File: config.mk
export PLATFORM = sky130hd
export DESIGN_NAME = pbbm_bus_match
export DESIGN_NICKNAME = d
export VERILOG_FILES = /design/src/pbbm_pkg.sv /design/src/pbbm_lane_map.sv /design/src/pbbm_bus_match.sv
export SDC_FILE = /design/constraint.sdc
export NUM_CORES = 1
export LEC_CHECK = 0
export ABC_CLOCK_PERIOD_IN_PS = 3300
export BUFFER_PORTS_ARGS = -buffer_cell sky130_fd_sc_hd__buf_4
export CAP_MARGIN = 20
export CORE_MARGIN = 2
export CORE_UTILIZATION = 52
export CTS_CLUSTER_SIZE = 24
export DETAILED_ROUTE_END_ITERATION = 8
export PLACE_DENSITY = 0.82
export RECOVER_POWER = 50
export REMOVE_ABC_BUFFERS = 1
export SLEW_MARGIN = 20
export SYNTH_ARGS = -nofsm -noshare
export SYNTH_HDL_FRONTEND = slang
export SYNTH_SLANG_ARGS = --single-unit
export TNS_END_PERCENT = 5
File: constraint.sdc
create_clock -name clock -period 3.3 [get_ports clock]
set_clock_uncertainty 0.1 [all_clocks]
set_input_delay 0.33 -clock clock [delete_from_list [all_inputs] [get_ports clock]]
set_output_delay 0.33 -clock clock [all_outputs]
set_load 0.1 [all_outputs]
File: src/pbbm_pkg.sv
/*
 * Shared constants and types for the Port B bus-matching block.
 * Assumes every file of the block imports this package whole.
 */
`default_nettype none

package pbbm_pkg;

    // ************************************************************
    // Widths and lanes
    // ************************************************************
    localparam int PBBM_LONG_BITS = 36;
    localparam int PBBM_WORD_BITS = 18;
    localparam int PBBM_BYTE_BITS = 9;

    // Width encodings of the port.
    typedef enum logic [1:0] {
        PBBM_W_LONG = 2'h0,
        PBBM_W_WORD = 2'h1,
        PBBM_W_BYTE = 2'h2
    } pbbm_width_t;

    // Configuration taken when master reset completes.
    typedef struct packed {
        pbbm_width_t width;
        logic        big_endian;
    } pbbm_cfg_t;

    localparam pbbm_cfg_t PBBM_CFG_RESET = '{
        width      : PBBM_W_LONG,
        big_endian : 1'b0
    };

    // Index of the last piece of a long word for each width.
    localparam logic [1:0] PBBM_LAST_LONG = 2'h0;
    localparam logic [1:0] PBBM_LAST_WORD = 2'h1;
    localparam logic [1:0] PBBM_LAST_BYTE = 2'h3;
    localparam logic [1:0] PBBM_IDX_FIRST = 2'h0;

    // ************************************************************
    // Pin synchroniser positions
    // ************************************************************
    localparam int PBBM_PIN_MATCH  = 0;
    localparam int PBBM_PIN_SIZE   = 1;
    localparam int PBBM_PIN_ENDIAN = 2;
    localparam int PBBM_PIN_MRST1  = 3;
    localparam int PBBM_PIN_MRST2  = 4;
    localparam int PBBM_PIN_PRST1  = 5;
    localparam int PBBM_PIN_PRST2  = 6;
    localparam int PBBM_PINS       = 7;

    // Reset pins idle high (inactive); selects idle low.
    localparam logic [6:0] PBBM_PIN_RESET = 7'h78;

endpackage : pbbm_pkg

`default_nettype wire

File: src/pbbm_lane_map.sv
/*
 * Lane mapper: picks one piece of a long word in endian order, and
 * merges an incoming piece into a long word at its endian position.
 * Assumes a static configuration and a piece index below the count of
 * pieces of the selected width.
 */
`default_nettype none

module pbbm_lane_map
    import pbbm_pkg::*;
(
    input  wire logic [35:0] long_word,
    input  wire logic [35:0] piece_in,
    input  wire pbbm_cfg_t   cfg,
    input  wire logic [1:0]  index,
    output logic      [35:0] piece_out,
    output logic      [35:0] merged
);

    logic [3:0][8:0]  bytes_v;
    logic [1:0][17:0] halves_v;
    logic [1:0]       byte_lane;
    logic             half_lane;

    assign bytes_v  = long_word;
    assign halves_v = long_word;
    // Big endian starts at the top lane, little endian at the bottom.
    assign byte_lane = cfg.big_endian ? 2'h3 - index : index;
    assign half_lane = cfg.big_endian ? ~index[0] : index[0];

    always_comb
    begin
        logic [3:0][8:0]  mb;
        logic [1:0][17:0] mh;
        mb = bytes_v;
        mh = halves_v;
        // Lanes above the selected width carry zero; only the low piece
        // of the input is taken.
        case (cfg.width)
            PBBM_W_WORD:
            begin
                piece_out     = {18'h0, halves_v[half_lane]};
                mh[half_lane] = piece_in[17:0];
                merged        = mh;
            end
            PBBM_W_BYTE:
            begin
                piece_out     = {27'h0, bytes_v[byte_lane]};
                mb[byte_lane] = piece_in[8:0];
                merged        = mb;
            end
            default:
            begin
                piece_out = long_word;
                merged    = piece_in;
            end
        endcase
    end

endmodule : pbbm_lane_map

`default_nettype wire

File: src/pbbm_bus_match.sv
/*
 * Port B bus matching: unpacks FIFO1 long words into long words, words
 * or bytes, packs Port B pieces into long words for FIFO2, and narrows
 * mailbox traffic to the selected width.
 * Assumes the FIFO memories, their flags and the mailbox handshake sit
 * outside, on the same clock; the select and reset pins are asynchronous.
 */
// The plain strobed port was chosen for this implementation.
// What this block does
// - Port width from match and size selects: long, word or byte.
// - Chosen width takes effect when master reset completes.
// - Pieces of a long word go most or least significant first.
// - Endian select is latched on the rising edge of both master resets.
// - Latched byte order takes effect when master reset completes.
// - Endian select is ignored in long-word width.
// - Memories hold whole long words; conversion sits outside them.
// - Mailbox data bypasses packing and unpacking.
// - Mailbox uses only the low lanes of the selected width.
// - Long-word read moves the whole long word to the output at once.
// - Narrow reads give the first piece, the rest from an aux register.
// - Output lanes outside the selected width are driven to zero.
// - Narrow writes collect pieces; the last piece commits the long word.
// - Input lanes outside the selected width are ignored.
// - Long-word writes map each Port B lane onto the same Port A lane.
// - Byte order is never applied to mailbox data.
`default_nettype none

module pbbm_bus_match
    import pbbm_pkg::*;
(
    input  wire logic      clock,
    input  wire logic      rst,
    input  wire logic      bus_match_select,
    input  wire logic      port_b_size_select,
    input  wire logic      endian_or_fallthrough_select,
    input  wire logic      master_reset_fifo1_n,
    input  wire logic      master_reset_fifo2_n,
    input  wire logic      partial_reset_fifo1_n,
    input  wire logic      partial_reset_fifo2_n,
    input  wire logic      port_b_read,
    input  wire logic      port_b_write,
    input  wire logic      port_b_mailbox_select,
    input  wire logic [35:0] port_b_din,
    output logic      [35:0] port_b_dout,
    output logic             port_b_dout_valid,
    input  wire logic [35:0] f1_mem_data,
    input  wire logic        f1_mem_valid,
    output logic             f1_mem_pop,
    input  wire logic        f2_mem_ready,
    output logic      [35:0] f2_mem_data,
    output logic             f2_mem_push,
    input  wire logic [35:0] mail1_data,
    output logic      [35:0] mail2_data,
    output logic             mail2_write,
    output logic             cfg_applied,
    output pbbm_cfg_t        port_b_cfg
);

    // ************************************************************
    // Helpers
    // ************************************************************
    function automatic logic [1:0] last_index(input pbbm_width_t w);
        case (w)
            PBBM_W_WORD: last_index = PBBM_LAST_WORD;
            PBBM_W_BYTE: last_index = PBBM_LAST_BYTE;
            default:     last_index = PBBM_LAST_LONG;
        endcase
    endfunction : last_index
    function automatic pbbm_width_t width_decode(input logic match,
                                                 input logic size);
        width_decode = !match ? PBBM_W_LONG
                     : !size  ? PBBM_W_WORD : PBBM_W_BYTE;
    endfunction : width_decode
    // Mailbox narrowing keeps native lane order, low lanes only.
    function automatic logic [35:0] mail_narrow(input logic [35:0] d,
                                                input pbbm_width_t w);
        case (w)
            PBBM_W_WORD: mail_narrow = {18'h0, d[17:0]};
            PBBM_W_BYTE: mail_narrow = {27'h0, d[8:0]};
            default:     mail_narrow = d;
        endcase
    endfunction : mail_narrow

    // ************************************************************
    // Pin synchronisers
    // ************************************************************
    logic [PBBM_PINS-1:0] pin_raw;
    logic [PBBM_PINS-1:0] pin_s1;
    logic [PBBM_PINS-1:0] pin_s2;
    logic [PBBM_PINS-1:0] pin_s3;
    logic [PBBM_PINS-1:0] pin_q;

    assign pin_raw = {partial_reset_fifo2_n, partial_reset_fifo1_n,
                      master_reset_fifo2_n, master_reset_fifo1_n,
                      endian_or_fallthrough_select, port_b_size_select,
                      bus_match_select};
    // A change counts only once the second and third stages agree.
    genvar gi;
    generate
        for (gi = 0; gi < PBBM_PINS; gi++)
        begin : g_pin
            always_ff @(posedge clock)
            begin
                if (rst)
                begin
                    pin_s1[gi] <= PBBM_PIN_RESET[gi];
                    pin_s2[gi] <= PBBM_PIN_RESET[gi];
                    pin_s3[gi] <= PBBM_PIN_RESET[gi];
                    pin_q[gi]  <= PBBM_PIN_RESET[gi];
                end
                else
                begin
                    pin_s1[gi] <= pin_raw[gi];
                    pin_s2[gi] <= pin_s1[gi];
                    pin_s3[gi] <= pin_s2[gi];
                    if (pin_s2[gi] == pin_s3[gi])
                        pin_q[gi] <= pin_s3[gi];
                end
            end
        end
    endgenerate

    // ************************************************************
    // Configuration capture at master reset release
    // ************************************************************
    wire master_active = ~pin_q[PBBM_PIN_MRST1] | ~pin_q[PBBM_PIN_MRST2];
    wire unpack_clear  = ~pin_q[PBBM_PIN_MRST1] | ~pin_q[PBBM_PIN_PRST1];
    wire pack_clear    = ~pin_q[PBBM_PIN_MRST2] | ~pin_q[PBBM_PIN_PRST2];
    logic master_seen;

    // The port stays shut until a full master reset has been seen, so a
    // half-taken configuration can never steer the lanes.
    always_ff @(posedge clock)
    begin
        if (rst)
        begin
            master_seen <= 1'b0;
            cfg_applied <= 1'b0;
            port_b_cfg  <= PBBM_CFG_RESET;
        end
        else if (master_active)
        begin
            master_seen <= 1'b1;
            cfg_applied <= 1'b0;
        end
        else if (master_seen)
        begin
            master_seen           <= 1'b0;
            cfg_applied           <= 1'b1;
            port_b_cfg.width      <= width_decode(pin_q[PBBM_PIN_MATCH],
                                        pin_q[PBBM_PIN_SIZE]);
            port_b_cfg.big_endian <= pin_q[PBBM_PIN_ENDIAN];
        end
    end

    // ************************************************************
    // FIFO1 unpacking
    // ************************************************************
    logic [1:0]  unpack_idx;
    logic [35:0] unpack_word;
    logic [35:0] unpack_piece;

    wire fetch_needed = unpack_idx == PBBM_IDX_FIRST;
    wire rd_fifo = port_b_read & ~port_b_mailbox_select & cfg_applied;
    wire rd_mail = port_b_read & port_b_mailbox_select & cfg_applied;
    // A fetch waits out the cycle in which the previous pop lands.
    wire rd_take = rd_fifo & ~unpack_clear
                 & (~fetch_needed | (f1_mem_valid & ~f1_mem_pop));
    wire rd_last = unpack_idx == last_index(port_b_cfg.width);
    wire [35:0] unpack_src = fetch_needed ? f1_mem_data : unpack_word;
    wire [1:0]  next_unpack_idx = rd_last ? PBBM_IDX_FIRST
                                          : 2'(unpack_idx + 2'h1);

    pbbm_lane_map u_unpack_map (
        .long_word (unpack_src),
        .piece_in  (36'h0),
        .cfg       (port_b_cfg),
        .index     (unpack_idx),
        .piece_out (unpack_piece),
        .merged    ()
    );

    always_ff @(posedge clock)
    begin
        if (rst)
        begin
            unpack_idx        <= PBBM_IDX_FIRST;
            unpack_word       <= 36'h0;
            port_b_dout       <= 36'h0;
            port_b_dout_valid <= 1'b0;
            f1_mem_pop        <= 1'b0;
        end
        else
        begin
            port_b_dout_valid <= rd_take | rd_mail;
            f1_mem_pop        <= rd_take & fetch_needed;
            if (rd_take)
                port_b_dout <= unpack_piece;
            else if (rd_mail)
                port_b_dout <= mail_narrow(mail1_data,
                                           port_b_cfg.width);
            if (rd_take & fetch_needed)
                unpack_word <= f1_mem_data;
            if (unpack_clear)
                unpack_idx <= PBBM_IDX_FIRST;
            else if (rd_take)
                unpack_idx <= next_unpack_idx;
        end
    end

    // ************************************************************
    // FIFO2 packing
    // ************************************************************
    logic [1:0]  pack_idx;
    logic [35:0] pack_word;
    logic [35:0] pack_merged;
    wire wr_fifo = port_b_write & ~port_b_mailbox_select & cfg_applied
                 & ~pack_clear & f2_mem_ready;
    wire wr_mail = port_b_write & port_b_mailbox_select & cfg_applied;
    wire wr_last = pack_idx == last_index(port_b_cfg.width);

    pbbm_lane_map u_pack_map (
        .long_word (pack_word),
        .piece_in  (port_b_din),
        .cfg       (port_b_cfg),
        .index     (pack_idx),
        .piece_out (),
        .merged    (pack_merged)
    );

    always_ff @(posedge clock)
    begin
        if (rst)
        begin
            pack_idx    <= PBBM_IDX_FIRST;
            pack_word   <= 36'h0;
            f2_mem_data <= 36'h0;
            f2_mem_push <= 1'b0;
            mail2_data  <= 36'h0;
            mail2_write <= 1'b0;
        end
        else
        begin
            f2_mem_push <= wr_fifo & wr_last;
            mail2_write <= wr_mail;
            if (wr_fifo & wr_last)
                f2_mem_data <= pack_merged;
            if (wr_fifo)
                pack_word <= pack_merged;
            if (wr_mail)
                mail2_data <= mail_narrow(port_b_din,
                                          port_b_cfg.width);
            if (pack_clear)
                pack_idx <= PBBM_IDX_FIRST;
            else if (wr_fifo)
                pack_idx <= wr_last ? PBBM_IDX_FIRST
                                    : 2'(pack_idx + 2'h1);
        end
    end
endmodule : pbbm_bus_match

`default_nettype wire

Word-level counts from Yosys, hierarchy flattened:

Index checks and enable logic that the tools add are counted.

* register bits: 221
* latch bits: 0
* bits in writable memories: 0
* bits in read-only memories: 0
* input port bits: 122
* output and inout port bits: 116
* word-level logic and storage cells: 131
* memories: 0

* add/sub/neg operators: 4
* multipliers: 0
* div/mod/pow operators: 0
* magnitude comparators: 6
* eq/ne operators: 11
* shift-type cells: 0
* mux-type cells: 27
* bitwise operators: 32
* reduce and logical (&&, ||, !) cells: 8

Operators with widths (number)
* $pmux 36 s2: 4
* $mux 36: 3
* $bwmux 36: 2
* $mux 18: 3
* $bmux 9 s2: 1
* $demux 18 s1: 1
* $demux 9 s2: 1
* $mux 9: 2
* $and 1x1->1: 15
* $mux 2: 6
* $not 1->1: 12
* $eq 1x1->1: 7
* $lt 2x3->1 const B: 2
* $reduce_or 2->1: 3
* $or 1x1->1: 5
* $add 2x1->2 const B: 2
* $eq 2x2->1: 2
* $lt 1x2->1 const B: 2
* $pmux 2 s2: 1
* $sub 2x2->2 const A: 2
* $mux 1: 3
* $eq 2x1->1 const B: 1
* $eq 2x2->1 const B: 1
* $ge 2x1->1 const B: 1
* 5 further kinds: 6

Logic depth before layout (Yosys ltp):

* word-level depth: 8
* mapped depth: 9
* depth with buffers taken out: 8

Modules after synthesis:

From an unflattened synthesis, not the netlist that was laid out.

* cells, all modules: 1733
* area, all modules: 14292.5 µm²

Modules (own cells, without submodules)
* pbbm_bus_match: instances 1, cells an instance 802, area an instance 8161.6 µm², sequential area each 4424.2 µm²
* pbbm_lane_map at u_pack_map: instances 1, cells an instance 476, area an instance 3220.6 µm², sequential area each 0.0 µm²
* pbbm_lane_map at u_unpack_map: instances 1, cells an instance 455, area an instance 2910.3 µm², sequential area each 0.0 µm²

Worst setup path after synthesis:

No wires, ideal clock.

* path kind: reg2reg
* start point: register port_b_cfg[2] (netlist bit)
* end point: register f2_mem_data[0]
* setup time: 0.122 ns
* arrival: 2.532 ns
* required time: 3.078 ns
* setup slack: 0.546 ns
* cell stages (with the launch flop): 9
* buffers on the path: 1
* clock period less this slack: 2.754 ns
* cell sequence: dfxtp_1 inv_1 ha_1 inv_1 clkbuf_1 a21boi_0 nor3_1 nor2_4 a221o_1

* longest elaborated chain between the ends: 4
* elaborated cells between the ends (all ways): 6
* classes of those cells: eq/ne (3); mux (2); bitwise (1)

RTL lines
* from (decl): line pbbm_bus_match.sv:56 `output pbbm_cfg_t port_b_cfg`
* $eq 2x2->1 or $eq 2x1->1 (tied branches): line pbbm_lane_map.sv:39, pbbm_bus_match.sv:63
* $pmux 2 s2: line pbbm_bus_match.sv:63 `case (w)`
* $eq 2x2->1: line pbbm_bus_match.sv:220 `wire wr_last = pack_idx == last_index(port_b_cfg.width);`
* $and 1x1->1: line pbbm_bus_match.sv:246 `if (wr_fifo & wr_last)`
* to (signal assigned): line pbbm_bus_match.sv:247 `f2_mem_data <= pack_merged;`
* to (decl): line pbbm_bus_match.sv:50 `output logic [35:0] f2_mem_data,`

Several ways; a longest one is shown, not always the timed one.
A chain may end at the register's enable or synchronous reset.

Worst setup path in the final report:

* start point: register unpack_idx[0]
* end point: register port_b_dout[26]

* longest elaborated chain between the ends: 5
* elaborated cells between the ends (all ways): 8
* classes of those cells: mux (3); bitwise (3); reduce/logical (2)

RTL lines
* from (decl): line pbbm_bus_match.sv:159 `logic [1:0] unpack_idx;`
* from (signal assigned): line pbbm_bus_match.sv:207 `unpack_idx <= next_unpack_idx;`
* $logic_not 2->1 *: line pbbm_bus_match.sv:163 `wire fetch_needed = unpack_idx == PBBM_IDX_FIRST;`
* $not 1->1: line pbbm_bus_match.sv:168 `& (~fetch_needed | (f1_mem_valid & ~f1_mem_pop));`
* $or 1x1->1: line pbbm_bus_match.sv:168
* $and 1x1->1: line pbbm_bus_match.sv:168
* $mux 36 or $reduce_bool 2->1 (tied branches)
* to (signal assigned): line pbbm_bus_match.sv:198 `port_b_dout <= unpack_piece;`
* to (signal assigned): line pbbm_bus_match.sv:200 `port_b_dout <= mail_narrow(mail1_data,`
* to (decl): line pbbm_bus_match.sv:44 `output logic [35:0] port_b_dout,`

Mark *: on every way between the ends. The rest lies on a longest branch, timed or not.

==> run summary <==
The critical path is of the reg -> reg type. The count of nets left with antenna violations once routing finished came out at 0. The tools report the top-level I/O count as 238. The path class of the tightest hold or removal check is in -> reg. The post-synthesis compound-gate area fraction came out at 0.259. Max-cap violations in this run came to 0. Once the clock tree was built, the resizer swapped 0 gates to a different size. The proportion of register bits with asynchronous set or reset after synthesis was 0; the number of instances in the placed design was 1682. The violation count after the first detailed-routing iteration is 949.

The run gives 0.306 as the total routing usage reported by global routing. TritonCTS built the clock tree. The slowest stage cell on the critical path was sky130_fd_sc_hd__o21ai_2.

IR analysis of the VDD net gives a maximum drop of 0.296 mV. By area, the combinational part of the netlist is dominated by compound AO/OA/AOI/OAI gates. In this run the power density over the cells is 426 nW/um^2. At the later pin of the worst-skew pair, clock insertion delay measures 0.52 ns. The placed instances occupy a cell area of 12400 sq um.

The synthesized netlist occupies a cell area of 10500 sq um. The peak fanout along the critical path came out at 18. The run finished with clean final reports. In this run the most critical hold path is launched from mail1_data[34].

The count of port buffers added during placement is 237, and the cts-stage hold buffer count is 68. The via count of the first global-routing pass was 10378; the number of inserted diodes was 0. In this run the horizontal extent of the chip is 146 microns.

Synthesis inferred 221 register bits. The largest incremental delay on the critical path was 0.78 ns. The layout has 1673 filler cells. The area of the placeable core is 20000 sq um, and the adder-cell share of the synthesized area is 0.00356. The worst hold path terminates at port_b_dout[34]$_SDFFE_PP0P_. Reg-to-reg startpoint: unpack_idx[0]$_SDFFE_PP0P_. The first detailed-routing pass ran for 6 iterations. Tracing the worst setup path back leads to its startpoint at unpack_idx[0]$_SDFFE_PP0P_. The share of cells above drive strength 1 works out to 0.170.

The tools report the via count as 10841. For this run, design rule violations remaining after detail routing come to 0. For the final hold violation count, the log shows 0. The average instance area after synthesis is 8.42 sq um, and the worst-case reg-to-reg path depth is 6. The hold path depth was 3.

The number of placement rows is 52, and the clock edge transition at the registers on the reported setup and hold paths is 0.06 ns. The via count normalized by instance count is 6.05, and the fraction of post-synthesis cell area in the top cell type by area is 0.420. No sink is reached through more buffers than the 3 on the longest clock path. The share of the clock period used by the worst path after layout is 0.923.

The die covers 21400 sq um. Area growth from synthesis to layout: 27.3%. The starting density of the core was 0.526; the number of instances in the synthesized netlist was 1252. OpenSTA, run right after detailed placement, puts the worst setup slack at 0.411 ns. The number of levels the H-tree was split into came out at 1. At the worst endpoint, the arrival time is 3.36 ns. The tools report the critical path capture point type as a register.

After detailed routing, the average wire length per cell comes to 19.0 microns. The final hold slack was 0.0121 ns. Counting the buffers created by CTS gives 24.

Clock tree synthesis selected as its root buffer the cell sky130_fd_sc_hd__clkbuf_16. The tools report the max-slew headroom at the worst pin as 0.0322. By area the synthesized netlist is led by sky130_fd_sc_hd__dfxtp_1, sky130_fd_sc_hd__nand2_1, sky130_fd_sc_hd__mux2i_1.

The worst register-to-register path ends at port_b_dout[26]$_SDFFE_PP0P_. For the pin with the worst max-slew slack, the measured transition is 1.45 ns. The multiplexer fraction of the synthesized cell area was 0.0730. The smallest setup slack after layout was 0.253 ns. The number of flops mapped to enable cells by yosys is 0.

The initial antenna violation count came out at 0. Summed over all layers, the routed wires come to 34000 microns. The global-route congestion overflow total was 0; the die span in y was 146 microns. For the final standard cell area without fillers, the log shows 13400 sq um.

The synthesized-area fraction occupied by and/or/nand/nor cells was 0.184; the static leakage power was 5.10 nW. The logs give 53800 microns for the global-route wire length before repair and 328 MHz for the maximum achievable frequency. The XOR/XNOR share of the synthesized area is 0.00902.

The tools report the number of nets in the final layout as 1631. Setup repair after global routing left no endpoint under its margin. At the end of routability-driven placement, the weighted congestion stood at 0.868.

The tools report the sum of negative setup slack as 0 ns. The cell accounting for the most synthesized area is sky130_fd_sc_hd__dfxtp_1. The setup-violating endpoint count in the final report came out at 0.

For this run, the number of Yosys warnings is 0. Traced cell by cell, the critical path runs through inv_1, ha_2, and2_1, o21ai_2, nand3_2, o2bb2ai_1. The tools report the maximum number of pins on one net before global-route repair as 90. Detailed placement finished with a half-perimeter wire length of 22100 microns. The count of pins over their slew limit was 0. The sequential area share after synthesis is 0.420, and the post-CTS setup buffer count is 0. In the synthesized netlist the dominant register cell turns out to be sky130_fd_sc_hd__dfxtp_1. The worst register-to-register path has a setup slack of 0.25 ns. The number of different library cells used by synthesis comes to 67. The tools report the element type at the critical path start as a register.

The final cell count without fillers is 1791. The critical path required time was 3.62 ns; the final critical delay including setup and external delays was 3.05 ns. The clock drives 221 sinks.
==> state kept, by name (all words and copies together), names as in the netlist, 2 cells and up <==
register	cells
pin_s3	7
unpack_idx	2
pin_q	7
pack_word	36
pack_idx	2
f2_mem_data	36
pin_s2	7
pin_s1	7
unpack_word	36
port_b_cfg	3
mail2_data	36
port_b_dout	36
==> logic make-up after synthesis <==
| logic type | count (synthesis) |
|---|---|
| xor gates and xnor gates | 10 |
| buffers and inverters | 117 |
| AOI/OAI and AO/OA | 387 |
| muxes | 75 |
| DFF | 221 |
| adders and majority gates | 3 |
| and+or+nand+nor | 439 |
==> cell usage after synthesis, drive strengths merged, types with 18 or more instances <==
master,count
a22oi,28
nand2,220
buf,50
o2bb2ai,18
nor2,107
clkbuf,56
o21ai,54
dfxtp,221
a21oi,115
o211ai,23
mux2i,60
nand3,37
and2,21
==> placed cells by master (no fill, tap or decap), types with 6 or more instances in the layout <==
cell,instances
sky130_fd_sc_hd__a211oi_1,13
sky130_fd_sc_hd__a21oi_1,115
sky130_fd_sc_hd__a221o_1,15
sky130_fd_sc_hd__a221oi_1,15
sky130_fd_sc_hd__a22o_1,9
sky130_fd_sc_hd__a22oi_1,28
sky130_fd_sc_hd__a2bb2oi_1,9
sky130_fd_sc_hd__a31o_2,13
sky130_fd_sc_hd__a31oi_1,13
sky130_fd_sc_hd__and2_0,10
sky130_fd_sc_hd__and2_1,11
sky130_fd_sc_hd__buf_4,145
sky130_fd_sc_hd__clkbuf_1,123
sky130_fd_sc_hd__clkbuf_16,25
sky130_fd_sc_hd__dfxtp_1,220
sky130_fd_sc_hd__dlygate4sd3_1,68
sky130_fd_sc_hd__inv_1,6
sky130_fd_sc_hd__mux2_2,15
sky130_fd_sc_hd__mux2i_1,60
sky130_fd_sc_hd__nand2_1,220
sky130_fd_sc_hd__nand3_1,36
sky130_fd_sc_hd__nor2_1,101
sky130_fd_sc_hd__nor2b_1,16
sky130_fd_sc_hd__nor3_1,8
sky130_fd_sc_hd__o2111ai_1,10
sky130_fd_sc_hd__o211a_1,9
sky130_fd_sc_hd__o211ai_1,23
sky130_fd_sc_hd__o21ai_0,44
sky130_fd_sc_hd__o21ai_1,9
sky130_fd_sc_hd__o221a_2,9
sky130_fd_sc_hd__o2bb2ai_1,18
sky130_fd_sc_hd__or2_2,13
==> report_power, final <==
part	switching (W)	internal, W	leakage [nW]	total (W)
sequential	0.00000594	0.00268	1.78	0.00269
combinational	0.000208	0.000203	2.95	0.000411
clock	0.00108	0.00154	0.376	0.00262
total	0.00129	0.00443	5.10	0.00572
==> through the flow <==
stage / total power [W] / util
2_1_floorplan: 0.00286 / -
3_3_place_gp: 0.00308 / 0.620
3_5_place_dp: 0.00308 / 0.620
4_1_cts: 0.00573 / 0.692
5_1_grt: 0.00587 / 0.670
6_report: 0.00572 / 0.670
==> critical path, delay by kind of cell, from the launching register on <==
kind	cells	cell delay [ns]
adder cells (fa/ha/maj)	1	0.36
AND/OR/NAND/NOR	2	0.84
flip-flops	1	0.45
AO/OA/AOI/OAI	2	1.14
buffers and inverters	1	0.08
==> how the worst max path moves through the flow <==
stage	end	slack [ns]	cells after the start
4_1_cts	port_b_dout[29]$_SDFFE_PP0P_	0.40	6
3_5_place_dp	port_b_dout[29]$_SDFFE_PP0P_	0.41	6
3_3_place_gp	port_b_dout[33]$_SDFFE_PP0P_	0.51	6
2_1_floorplan	pack_word[0]$_SDFFE_PP0P_	-1.0	5
6_report	port_b_dout[26]$_SDFFE_PP0P_	0.25	6
5_1_grt	port_b_dout[31]$_SDFFE_PP0P_	0.08	6
==> metal layers <==
metal,vias up,GRT usage,wire (microns)
met5,-,0,0
met4,0,0.150,1820
met3,133,0.0597,3180
met2,623,0.495,15500
met1,5069,0.393,13500
li1,5016,-,-
==> area by class of cell <==
cell class	instances	area, sq um	share of cell area
multi-input cells	914	5600	0.417
flip-flops and latches	221	4430	0.330
repair buffers	334	2260	0.168
clock buffers	33	696	0.0518
well taps	270	338	0.0252
clock inverters	8	70.1	0.00522
inverters	11	41.3	0.00308
No activity file was read; power rests on OpenSTA's default activity.
